**src/hdl/stnp_params.svh**
```systemverilog
/*
 Constants of the serial-to-network packer: timing, counts, widths.
 Assumes inclusion by stnp_pkg.sv and stnp_top; stnp_tick and stnp_fifo only import stnp_pkg.
*/
//
// Operation
// - Close connection after configured idle seconds
// - Zero idle interval keeps connection open
// - Refuse other peers while connection held
// - Return to waiting after idle close
// - All delimiters zero: forward bytes immediately
// - Send buffer after idle milliseconds elapse
// - No packet on timeout when empty
// - Send when buffer reaches size limit
// - Excess beyond size limit stays buffered
// - Trigger char flushes prior bytes, dropped
// - Any satisfied delimiter sends; rest stays
// - Server mode waits for peer connection
// - Client mode keeps trying to connect
// - Mixed: serial data first turns client
// - Mixed: after client close, serve again
// - Datagram mode sends without connecting
// - Config mode entry on channel zero only
// - Password required before server grants access
// - Resolve peer name before connecting
`ifndef STNP_PARAMS_SVH
`define STNP_PARAMS_SVH

// ----------------------------------------
// Timing
// ----------------------------------------
`define STNP_CLK_PERIOD_NS 8
`define STNP_MS_NS 1000000
`define STNP_MS_PER_SEC 1000

// ----------------------------------------
// Widths and sizes
// ----------------------------------------
`define STNP_FIFO_DEPTH 16
`define STNP_DATA_W 8
`define STNP_CNT_W 8
`define STNP_TIME_W 16
`define STNP_CFG_CHANNEL 0

`endif

```
**src/hdl/stnp_pkg.sv**
```systemverilog
/*
 Types of the serial-to-network packer.
 Assumes stnp_params.svh is on the include path.
*/
package stnp_pkg;
   `include "stnp_params.svh"

   typedef enum logic [1:0] {
      STNP_MODE_CLIENT = 2'h0,
      STNP_MODE_SERVER = 2'h1,
      STNP_MODE_MIXED = 2'h2,
      STNP_MODE_UDP = 2'h3
   } stnp_mode_t;

   // Gray codes along wait, resolve, connect, open
   typedef enum logic [2:0] {
      STNP_ST_WAIT = 3'h0,
      STNP_ST_RESOLVE = 3'h1,
      STNP_ST_CONNECT = 3'h3,
      STNP_ST_OPEN = 3'h2,
      STNP_ST_AUTH = 3'h6
   } stnp_state_t;
endpackage : stnp_pkg

```
**src/hdl/stnp_top.sv**
```systemverilog
/*
 Serial-to-network packer: packs serial bytes into packets by time, size
 and trigger character, and runs connection control for four modes.
 Assumes serial and network sides are on clk; the network stack performs
 the actual connect, resolve and password checks and reports by pulses.
*/
`timescale 1ns/10ps
`include "stnp_params.svh"
module stnp_top
   import stnp_pkg::*;
#(
   parameter int MS_CYCLES = `STNP_MS_NS / `STNP_CLK_PERIOD_NS,
   parameter int DEPTH = `STNP_FIFO_DEPTH,
   parameter int CHANNEL = `STNP_CFG_CHANNEL
)
(
   // Clock and reset
   input wire logic clk,
   input wire logic rst_n,
   // Configuration
   input wire stnp_mode_t mode,
   input wire logic [15:0] idle_sec,
   input wire logic [15:0] pack_ms,
   input wire logic [7:0] pack_size,
   input wire logic [7:0] pack_char,
   input wire logic pw_en,
   input wire logic dns_en,
   input wire logic cfg_en,
   // Serial side
   input wire logic ser_valid,
   output logic ser_ready,
   input wire logic [7:0] ser_data,
   input wire logic cfg_entry_req,
   output logic cfg_mode,
   // Network packet stream
   output logic tx_valid,
   input wire logic tx_ready,
   output logic [7:0] tx_data,
   output logic tx_last,
   // Network connection control
   input wire logic peer_req,
   input wire logic net_act,
   input wire logic close_req,
   input wire logic peer_closed,
   input wire logic conn_ok,
   input wire logic conn_fail,
   input wire logic dns_done,
   input wire logic pw_ok,
   input wire logic pw_bad,
   output logic listen,
   output logic conn_req,
   output logic dns_req,
   output logic peer_accept,
   output logic peer_refuse,
   output logic close_cmd,
   output logic link_up,
   output logic client_role
);
   initial
   begin
      if (MS_CYCLES < 1) $error("stnp_top: MS_CYCLES must be at least 1");
      if (DEPTH > 255) $error("stnp_top: DEPTH exceeds byte counters");
   end

   // ----------------------------------------
   // State
   // ----------------------------------------
   typedef struct packed {
      stnp_state_t st;
      logic [7:0] pend;
      logic [7:0] due;
      logic [7:0] emit;
      logic [15:0] idle_ms;
      logic [15:0] idle_s;
      logic client;
      logic accept;
      logic refuse;
      logic close;
      logic cfg;
   } stnp_st_t;

   stnp_st_t s_r;
   stnp_st_t s_nxt;

   logic ms_tick;
   logic sec_tick;
   logic is_trig;
   logic fin_ready;
   logic fout_valid;
   logic push;
   logic pop;
   logic busy;
   logic open_now;
   logic [7:0] pend_n;
   logic [7:0] over;

   // ----------------------------------------
   // Dividers and buffer
   // ----------------------------------------
   stnp_tick #(.DIV(MS_CYCLES)) u_ms (
      .clk(clk),
      .rst_n(rst_n),
      .en(1'b1),
      .tick(ms_tick)
   );

   stnp_tick #(.DIV(`STNP_MS_PER_SEC)) u_sec (
      .clk(clk),
      .rst_n(rst_n),
      .en(ms_tick),
      .tick(sec_tick)
   );

   stnp_fifo #(.WIDTH(`STNP_DATA_W), .DEPTH(DEPTH)) u_fifo (
      .clk(clk),
      .rst_n(rst_n),
      .in_valid(ser_valid && !is_trig),
      .in_ready(fin_ready),
      .in_data(ser_data),
      .out_valid(fout_valid),
      .out_ready(tx_ready && link_up && s_r.emit != 8'h00),
      .out_data(tx_data)
   );

   assign is_trig = (pack_char != 8'h00) && (ser_data == pack_char);
   assign ser_ready = fin_ready || is_trig;
   assign push = ser_valid && fin_ready && !is_trig;
   assign link_up = (s_r.st == STNP_ST_OPEN);
   assign tx_valid = link_up && fout_valid && (s_r.emit != 8'h00);
   assign tx_last = (s_r.emit == 8'h01);
   assign pop = tx_valid && tx_ready;
   assign busy = (s_r.st == STNP_ST_OPEN) || (s_r.st == STNP_ST_AUTH);
   assign listen = (s_r.st == STNP_ST_WAIT) && !s_r.client
      && (mode == STNP_MODE_SERVER || mode == STNP_MODE_MIXED);
   assign conn_req = (s_r.st == STNP_ST_CONNECT);
   assign dns_req = (s_r.st == STNP_ST_RESOLVE);
   assign peer_accept = s_r.accept;
   assign peer_refuse = s_r.refuse;
   assign close_cmd = s_r.close;
   assign client_role = s_r.client;
   assign cfg_mode = s_r.cfg;
   assign pend_n = s_r.pend + 8'(push) - 8'(pop);
   assign over = pend_n - (s_r.due - 8'(pop));

   // ----------------------------------------
   // Next state
   // ----------------------------------------
   always_comb
   begin
      s_nxt = s_r;
      open_now = 1'b0;
      s_nxt.accept = 1'b0;
      s_nxt.refuse = 1'b0;
      s_nxt.close = 1'b0;
      s_nxt.pend = pend_n;
      s_nxt.due = s_r.due - 8'(pop);
      if (pop) s_nxt.emit = s_r.emit - 8'h01;

      // Packing delimiters
      if (push) s_nxt.idle_ms = '0;
      else if (ms_tick && s_r.idle_ms != 16'hFFFF) s_nxt.idle_ms = s_r.idle_ms + 16'h0001;
      if (pack_ms == '0 && pack_size == '0 && pack_char == '0)
         s_nxt.due = pend_n;
      if (ser_valid && is_trig)
         s_nxt.due = pend_n;
      if (pack_ms != '0 && s_r.idle_ms >= pack_ms && over != 8'h00 && !push)
         s_nxt.due = pend_n;
      if (pack_size != '0 && over >= pack_size)
         s_nxt.due = s_nxt.due + pack_size;
      if (!fin_ready && s_r.due == 8'h00)
         s_nxt.due = pend_n;
      if (s_r.emit == 8'h00 && s_r.due != 8'h00 && !pop)
      begin
         if (pack_size != '0 && s_r.due > pack_size)
            s_nxt.emit = pack_size;
         else
            s_nxt.emit = s_r.due;
      end

      // Inactivity
      if (!link_up || push || pop || net_act) s_nxt.idle_s = '0;
      else if (sec_tick) s_nxt.idle_s = s_r.idle_s + 16'h0001;

      // Configuration mode entry
      if (cfg_entry_req && cfg_en && CHANNEL == 0) s_nxt.cfg = 1'b1;

      if (busy && peer_req) s_nxt.refuse = 1'b1;

      case (s_r.st)
         STNP_ST_WAIT:
         begin
            if (mode == STNP_MODE_UDP)
               s_nxt.st = STNP_ST_OPEN;
            else if (mode == STNP_MODE_CLIENT
               || (mode == STNP_MODE_MIXED && s_r.pend != 8'h00))
            begin
               s_nxt.client = 1'b1;
               s_nxt.st = dns_en ? STNP_ST_RESOLVE : STNP_ST_CONNECT;
            end
            else if (peer_req)
            begin
               s_nxt.client = 1'b0;
               s_nxt.accept = 1'b1;
               s_nxt.st = pw_en ? STNP_ST_AUTH : STNP_ST_OPEN;
            end
         end
         STNP_ST_RESOLVE:
         begin
            if (dns_done) s_nxt.st = STNP_ST_CONNECT;
         end
         STNP_ST_CONNECT:
         begin
            if (conn_ok) s_nxt.st = STNP_ST_OPEN;
            else if (conn_fail) s_nxt.st = STNP_ST_WAIT;
         end
         STNP_ST_AUTH:
         begin
            if (pw_ok) s_nxt.st = STNP_ST_OPEN;
            else if (pw_bad || peer_closed)
            begin
               s_nxt.close = 1'b1;
               s_nxt.st = STNP_ST_WAIT;
            end
         end
         STNP_ST_OPEN:
         begin
            open_now = 1'b1;
            if (mode != STNP_MODE_UDP
               && (close_req || peer_closed
               || (idle_sec != '0 && s_r.idle_s >= idle_sec)))
            begin
               s_nxt.close = 1'b1;
               s_nxt.client = 1'b0;
               s_nxt.st = STNP_ST_WAIT;
            end
            else if (mode == STNP_MODE_UDP && close_req)
               s_nxt.st = STNP_ST_WAIT;
         end
         default:
            s_nxt.st = STNP_ST_WAIT;
      endcase
   end

   always_ff @(posedge clk or negedge rst_n)
   begin
      if (!rst_n)
      begin
         s_r <= '0;
         s_r.st <= STNP_ST_WAIT;
      end
      else
         s_r <= s_nxt;
   end
endmodule : stnp_top

```
**src/hdl/stnp_tick.sv**
```systemverilog
/*
 Enable divider: one-cycle pulse every DIV enabled cycles.
 Assumes a single clock; en is from the same domain.
*/
`timescale 1ns/10ps
module stnp_tick
   import stnp_pkg::*;
#(
   parameter int DIV = 1000
)
(
   // Clock and reset
   input wire logic clk,
   input wire logic rst_n,
   // Enable and tick
   input wire logic en,
   output logic tick
);
   localparam int W = (DIV > 1) ? $clog2(DIV) : 1;

   initial
   begin
      if (DIV < 1) $error("stnp_tick: DIV must be at least 1");
   end

   typedef struct packed {
      logic [W-1:0] cnt;
      logic tick;
   } stnp_tick_st_t;

   stnp_tick_st_t s_r;
   stnp_tick_st_t s_nxt;

   always_comb
   begin
      s_nxt = s_r;
      s_nxt.tick = 1'b0;
      if (en)
      begin
         if (s_r.cnt == W'(DIV - 1))
         begin
            s_nxt.cnt = '0;
            s_nxt.tick = 1'b1;
         end
         else
         begin
            s_nxt.cnt = s_r.cnt + 1'b1;
         end
      end
   end

   always_ff @(posedge clk or negedge rst_n)
   begin
      if (!rst_n)
         s_r <= '0;
      else
         s_r <= s_nxt;
   end

   assign tick = s_r.tick;
endmodule : stnp_tick

```
**src/hdl/stnp_fifo.sv**
```systemverilog
/*
 Synchronous FIFO with valid/ready on both sides.
 Assumes one clock; out_data is read from mem_r at rd with no output register.
*/
`timescale 1ns/10ps
module stnp_fifo
   import stnp_pkg::*;
#(
   parameter int WIDTH = 8,
   parameter int DEPTH = 16
)
(
   // Clock and reset
   input wire logic clk,
   input wire logic rst_n,
   // Fill side
   input wire logic in_valid,
   output logic in_ready,
   input wire logic [WIDTH-1:0] in_data,
   // Drain side
   output logic out_valid,
   input wire logic out_ready,
   output logic [WIDTH-1:0] out_data
);
   localparam int AW = $clog2(DEPTH);

   initial
   begin
      if (DEPTH < 2 || (1 << AW) != DEPTH) $error("stnp_fifo: DEPTH must be a power of 2");
   end

   typedef struct packed {
      logic [AW-1:0] wr;
      logic [AW-1:0] rd;
      logic [AW:0] cnt;
   } stnp_fifo_st_t;

   stnp_fifo_st_t s_r;
   stnp_fifo_st_t s_nxt;
   logic [WIDTH-1:0] mem_r [DEPTH];
   logic push;
   logic pop;

   assign in_ready = (s_r.cnt != (AW+1)'(DEPTH));
   assign out_valid = (s_r.cnt != '0);
   assign push = in_valid && in_ready;
   assign pop = out_valid && out_ready;
   assign out_data = mem_r[s_r.rd];

   always_comb
   begin
      s_nxt = s_r;
      if (push) s_nxt.wr = s_r.wr + 1'b1;
      if (pop) s_nxt.rd = s_r.rd + 1'b1;
      s_nxt.cnt = s_r.cnt + (AW+1)'(push) - (AW+1)'(pop);
   end

   always_ff @(posedge clk or negedge rst_n)
   begin
      if (!rst_n)
         s_r <= '0;
      else
         s_r <= s_nxt;
   end

   always_ff @(posedge clk)
   begin
      if (push) mem_r[s_r.wr] <= in_data;
   end
endmodule : stnp_fifo

```
**config.mk**
```make
export PLATFORM = sky130hd
export DESIGN_NAME = stnp_top
export DESIGN_NICKNAME = d
export VERILOG_FILES = /design/src/hdl/stnp_pkg.sv /design/src/hdl/stnp_top.sv /design/src/hdl/stnp_tick.sv /design/src/hdl/stnp_fifo.sv
export VERILOG_INCLUDE_DIRS = /design/src /design/src/hdl
export SDC_FILE = /design/constraint.sdc
export NUM_CORES = 1
export LEC_CHECK = 0
export ABC_AREA = 0
export BUFFER_PORTS_ARGS = -buffer_cell sky130_fd_sc_hd__buf_2
export CORE_MARGIN = 3
export CORE_UTILIZATION = 35
export DETAILED_ROUTE_END_ITERATION = 8
export GPL_ROUTABILITY_DRIVEN = 0
export PLACE_DENSITY_LB_ADDON = 0.05
export SLEW_MARGIN = 20
export SYNTH_ARGS = -nofsm -noshare
export SYNTH_HDL_FRONTEND = slang
export SYNTH_SLANG_ARGS = --single-unit
```
**constraint.sdc**
```tcl
create_clock -name clk -period 8.7 [get_ports clk]
set_input_delay 0.435 -clock clk [delete_from_list [all_inputs] [get_ports clk]]
set_output_delay 0.435 -clock clk [all_outputs]
set_load 0.02 [all_outputs]
```
==> metrics.txt, run 1 <==
startpoint types=flop; number of flops mapped to enable cells by yosys=128; CTS H-Tree Depth=1; Tmin final=7.24 ns; synthesized area=12800 um^2; final hold violation count=0; DIE AREA=39000 um^2; DRC=0; max-cap violation count=0; M1 WL=14.7 mm; Synth top area share=29.9%; port bufs=94; DR top layer=met4; WP depth=33; I/O pin cnt=95; hold slack final=0.109 ns; Final Non-Filler Cells=1722; CP most frequent cell=ha_1; synth warn=0; Top FF cell, synth=edfxtp_1; post-cts hold buffer count=1; outcome=complete, no violations; most frequent cells in the layout=128 x edfxtp_1, 105 x dfrtp_1, 96 x ha_1; ys async rst share=45.3%; row cnt=69; Leak=6.29 nW; Detailed Route WL=31.1 mm; Met2 Wirelength=15.0 mm; WP data required=9.13 ns; total track usage=15.9%; Clock Pin Slew Worst Setup and Hold Paths=0.06 ns; post-CTS sizing=0; clock root cell=clkbuf_16; worst slew pin tran=1.05 ns; Detail Placement HPWL=22.9 mm; first-pass GRT wire length=49.4 mm; Avg Inst Size Synth=11.4 um^2; Util after Layout=41.3%; slowest cell delay on critical path=0.43 ns; total power=5.84 mW; # clock sinks=234; pin count of the biggest net entering global routing=65; final worst slack=1.46 ns; Worst Path Buf+Inv=5; gr ovfl total=0; worst hold start=pw_bad; r2r startpoint=u_fifo.s_r[3]$_DFF_PN0_; Synth area leader=edfxtp_1; Synth cell types=72; Horiz. Die Dim=198 um; Setup crit start=u_fifo.s_r[3]$_DFF_PN0_; dpl ws=1.45 ns; Slew headroom=29.4%; initial antenna violation count=0; number of cells produced by synthesis=1130; TritonRoute pass-1 iters=4; most common cell after layout, fill and taps aside=edfxtp_1; Peak VDD IR=0.500 mV; antenna fix cells=0; Tcrit/Tclk final=83.2%; Hold Path Class=in2reg; pwr dens=394 nW/um^2; number of global-route vias before repair=8853; ranking of synthesized cells by area=edfxtp_1 30%, dfrtp_1 21%, ha_1 9.4%; postcts setup bufs=0; Critical Path Sink=s_r[52]$_DFF_PN0_; Setup CP Type=reg2reg; CP max stage cell=or4b_1; Area Overhead vs Synth=15.3%; worst-path maximum fanout=13; Num CTS Buffers=28; die outline height=198 um; Placed Instances=1669; Final Skew=0.0161 ns; met3 routed WL=708 um; Core ar.=35800 um^2; Seq/Total Area, Yosys=50.6%; Design Area, Final=14800 um^2; 1st-iter DRT viols=363; share of cells above drive strength 1=14.8%; vias per cell=5.00; ANT nets after route=0; worst-case clock buffer depth=3; Pins Over Slew Limit=0; reg2reg end=s_r[52]$_DFF_PN0_; R2R depth=33; initial core utilization=35.8%; R2R setup slack=1.46 ns; #FFs+latches synth=234; f_max=138 MHz; Post-DP Area=13900 um^2; setup TNS=0 ns; detailed-route via count=8602; Final #Nets=1414; latest clock arrival within the worst-skew pair=0.55 ns; RSZ-0062 raised after global routing=no; DR WL/cell=18.0 um; crit path capture type=flop; Final setup viols=0; CP top delay family=compound AO/OA/AOI/OAI gates; Worst EP arrival=7.67 ns; Synthesized Nets=1305; CTS tree=done
[layer usage]
metal  up-vias  global-route usage (%)
met5         -                       0
met4         0                    3.64
met3        37                    2.00
met2        89                    27.3
met1      4150                    21.7
li1       4326                       -
[worst reg2reg max path: cells and delay by family, from the launching register on]
kind	cells	cell delay (ns)
AOI/OAI and AO/OA	11	2.09
buffers and inverters	5	0.48
adders and majority gates	5	1.24
and+or+nand+nor	7	1.75
muxes	1	0.30
xor gates and xnor gates	4	0.87
DFF	1	0.39
[worst min-delay path by stage]
stage                            to  slack (ns)  depth (start not counted)
3_3_place_gp   cfg_mode$_DFFE_PN0P_        0.46                          1
5_1_grt        cfg_mode$_DFFE_PN0P_        0.09                          2
3_5_place_dp    s_r[16]$_DFFE_PN0P_        0.48                          1
6_report        s_r[63]$_DFFE_PN0P_        0.11                          2
2_1_floorplan  cfg_mode$_DFFE_PN0P_        0.14                          0
4_1_cts         s_r[63]$_DFFE_PN0P_        0.08                          2
[final cells by class]
cell class,instances,area (um^2)
Clock buffer,31,712
Clock inverter,21,240
Fill cell,3424,21000
Inverter,96,360
Multi-Input combinational cell,777,5890
Sequential cell,234,6500
Tap cell,461,577
Timing Repair Buffer,102,536
[synth_stat cells (3+ instances only)]
library cell,count
o211ai_1,6
nand2b_1,9
nor3_1,13
mux2i_1,40
o21ai_0,42
nand2_1,76
or3_1,11
edfxtp_1,128
a31oi_1,6
and4_1,4
nor2b_1,11
or2_2,3
a21oi_1,41
mux4_2,16
o31ai_1,5
xnor2_1,50
inv_1,95
a22oi_1,8
nor3b_1,3
nor2_1,92
mux2_2,5
a21o_1,17
a221oi_1,10
fa_1,4
nand4_1,18
o21a_1,4
buf_1,4
xor2_1,38
ha_1,96
o21bai_1,3
a211oi_1,6
nor4_1,18
nand3_1,33
dfrtp_1,106
and2_1,19
o221ai_1,5
clkbuf_1,17
nand3b_1,5
and3_1,19
or4_1,4
[flip-flops by register name, summed over array words and instances, names as in the netlist]
name,flops
close_cmd,1
peer_accept,1
u_sec.tick,1
u_ms.tick,1
cfg_mode,1
client_role,1
u_sec.s_r,10
u_fifo.mem_r,128
s_r,59
u_ms.s_r,17
peer_refuse,1
u_fifo.s_r,13
[cell families after synthesis]
logic type / synth area share [%]
multiplexers: 6.36
buffers and inverters: 3.55
flip-flops: 50.6
XOR/XNOR: 6.25
adder cells (fa/ha/maj): 9.98
AND/OR/NAND/NOR: 14.1
AO/OA/AOI/OAI: 9.22
[report_power, final]
part | switching, mW | internal (mW)
Sequential | 0.152 | 1.36
Combinational | 1.87 | 1.26
Clock | 0.485 | 0.713
No activity file was read; power rests on OpenSTA's default activity.
==> inputs of run 2 (changes only) <==
Clock period 8.7 ns to 7.26 ns, I/O delays scaled along.
==> metrics.txt, run 2 (synthesis results as in run 1) <==
f_max=147 MHz; detailed-route via count=8818; outcome=complete, no violations; Core ar.=35800 um^2; gr ovfl total=0; Final Skew=0.0173 ns; Setup crit start=u_fifo.s_r[2]$_DFF_PN0_; die outline height=198 um; Tmin final=6.78 ns; Placed Instances=1679; DRC=0; Design Area, Final=15000 um^2; Setup CP Type=reg2reg; hold slack final=0.0365 ns; Tcrit/Tclk final=93.4%; worst hold start=cfg_en; vias per cell=5.07; Detailed Route WL=32.5 mm; Util after Layout=41.7%; Horiz. Die Dim=198 um; R2R setup slack=0.48 ns; CP most frequent cell=inv_1; antenna fix cells=0; Worst EP arrival=7.21 ns; pin count of the biggest net entering global routing=56; Clock Pin Slew Worst Setup and Hold Paths=0.06 ns; final hold violation count=0; 1st-iter DRT viols=375; ANT nets after route=0; total track usage=16.7%; max reg flops=128; row cnt=69; most frequent cells in the layout=128 x edfxtp_1, 105 x dfrtp_1, 95 x inv_1, 95 x ha_1, 93 x buf_2; Pins Over Slew Limit=0; I/O pin cnt=95; initial core utilization=35.8%; CP max stage cell=fa_1; max-cap violation count=0; Fill cells=3412; Peak VDD IR=0.621 mV; DIE AREA=39000 um^2; Leak=6.37 nW; startpoint types=flop; setup TNS=0 ns; slowest cell delay on critical path=0.54 ns; Final #Nets=1431; TritonRoute pass-1 iters=5; Final Non-Filler Cells=1739; CP top delay family=adder cells; Worst Path Buf+Inv=8; total power=7.06 mW; share of cells above drive strength 1=16.6%; port bufs=94; CTS tree=done; Num CTS Buffers=28; pwr dens=472 nW/um^2; first-pass GRT wire length=51.2 mm; Slew headroom=35.6%; initial antenna violation count=1; latest clock arrival within the worst-skew pair=0.55 ns; Detail Placement HPWL=22.8 mm; final worst slack=0.478 ns; crit path capture type=flop; Hold Path Class=in2reg; RSZ-0062 raised after global routing=no; # clock sinks=234; worst slew pin tran=0.957 ns; most flop-heavy register=u_fifo.mem_r; r2r startpoint=u_fifo.s_r[2]$_DFF_PN0_; Final setup viols=0; Post-DP Area=13900 um^2; dpl ws=0.322 ns; WP data required=7.69 ns; DR WL/cell=18.7 um; number of global-route vias before repair=9058; CTS H-Tree Depth=1; worst-path maximum fanout=8; clock root cell=clkbuf_16; Regs by FF count=u_fifo.mem_r x128, s_r x59, u_ms.s_r x17; worst-case clock buffer depth=3; Area Overhead vs Synth=16.5%; most common cell after layout, fill and taps aside=edfxtp_1
-- run 2: cell count changes in the layout (fill, tap and decap cells not counted), moves of 2 or more --
cell and change:
buf_4 +16, clkbuf_8 +8, clkbuf_1 +6, clkinv_1 -6
bufinv_16 -4, clkinvlp_4 -3, a21oi_1 -2, a21oi_2 +2
-- run 2: area by class of cell --
class	count	area (um^2)	share of cell area (%)
Clock buffer	45	845	5.65
Clock inverter	7	66.3	0.443
Inverter	96	360	2.41
Multi-Input combinational cell	777	5940	39.7
Sequential cell	234	6500	43.4
Tap cell	461	577	3.86
Timing Repair Buffer	119	666	4.45
-- run 2: repair_timing --
action                                 4_1_cts  5_1_grt
hold buffers                                 2        0
endpoints found under the hold margin       52        0
resized for setup                            0       11
setup endpoints to repair                    0        1
buffers inserted                             0        6
-- run 2: report_power, final --
part	total, mW	switching, mW	internal [mW]
registers	1.81	0.174	1.63
clock network	1.36	0.560	0.798
logic	3.89	2.32	1.57
total	7.06	3.06	4.00
-- run 2: final timing paths --
kind,endpoint,cells after the start
worst max-delay path,s_r[52]$_DFF_PN0_,32
max in group asynchronous,u_fifo.s_r[5]$_DFFE_PN0P_,3
min in group asynchronous,s_r[16]$_DFFE_PN0P_,2
worst max register to register,s_r[52]$_DFF_PN0_,32
worst min-delay path,cfg_mode$_DFFE_PN0P_,2
worst min register to register,cfg_mode$_DFFE_PN0P_,1
-- run 2: worst register-to-register path: cells and delay by family (launching register included) --
family	cells	cell delay, ns
AND/OR/NAND/NOR	7	1.65
adder cells (fa/ha/maj)	6	1.84
multiplexers	1	0.22
buffers and inverters	8	1.01
XOR/XNOR	2	0.30
flip-flops	1	0.38
AO/OA/AOI/OAI	8	1.27
-- run 2: per-layer routing --
metal  vias to the layer above  wire, um  part of all wire (%)  track usage, %
li1                       4359         -                     -               -
met1                      4298     15300                    47            22.7
met2                       113     15500                    48            28.3
met3                        46       922                   2.8            2.22
met4                         2       872                   2.7            4.72
met5                         -        13                 0.040               0
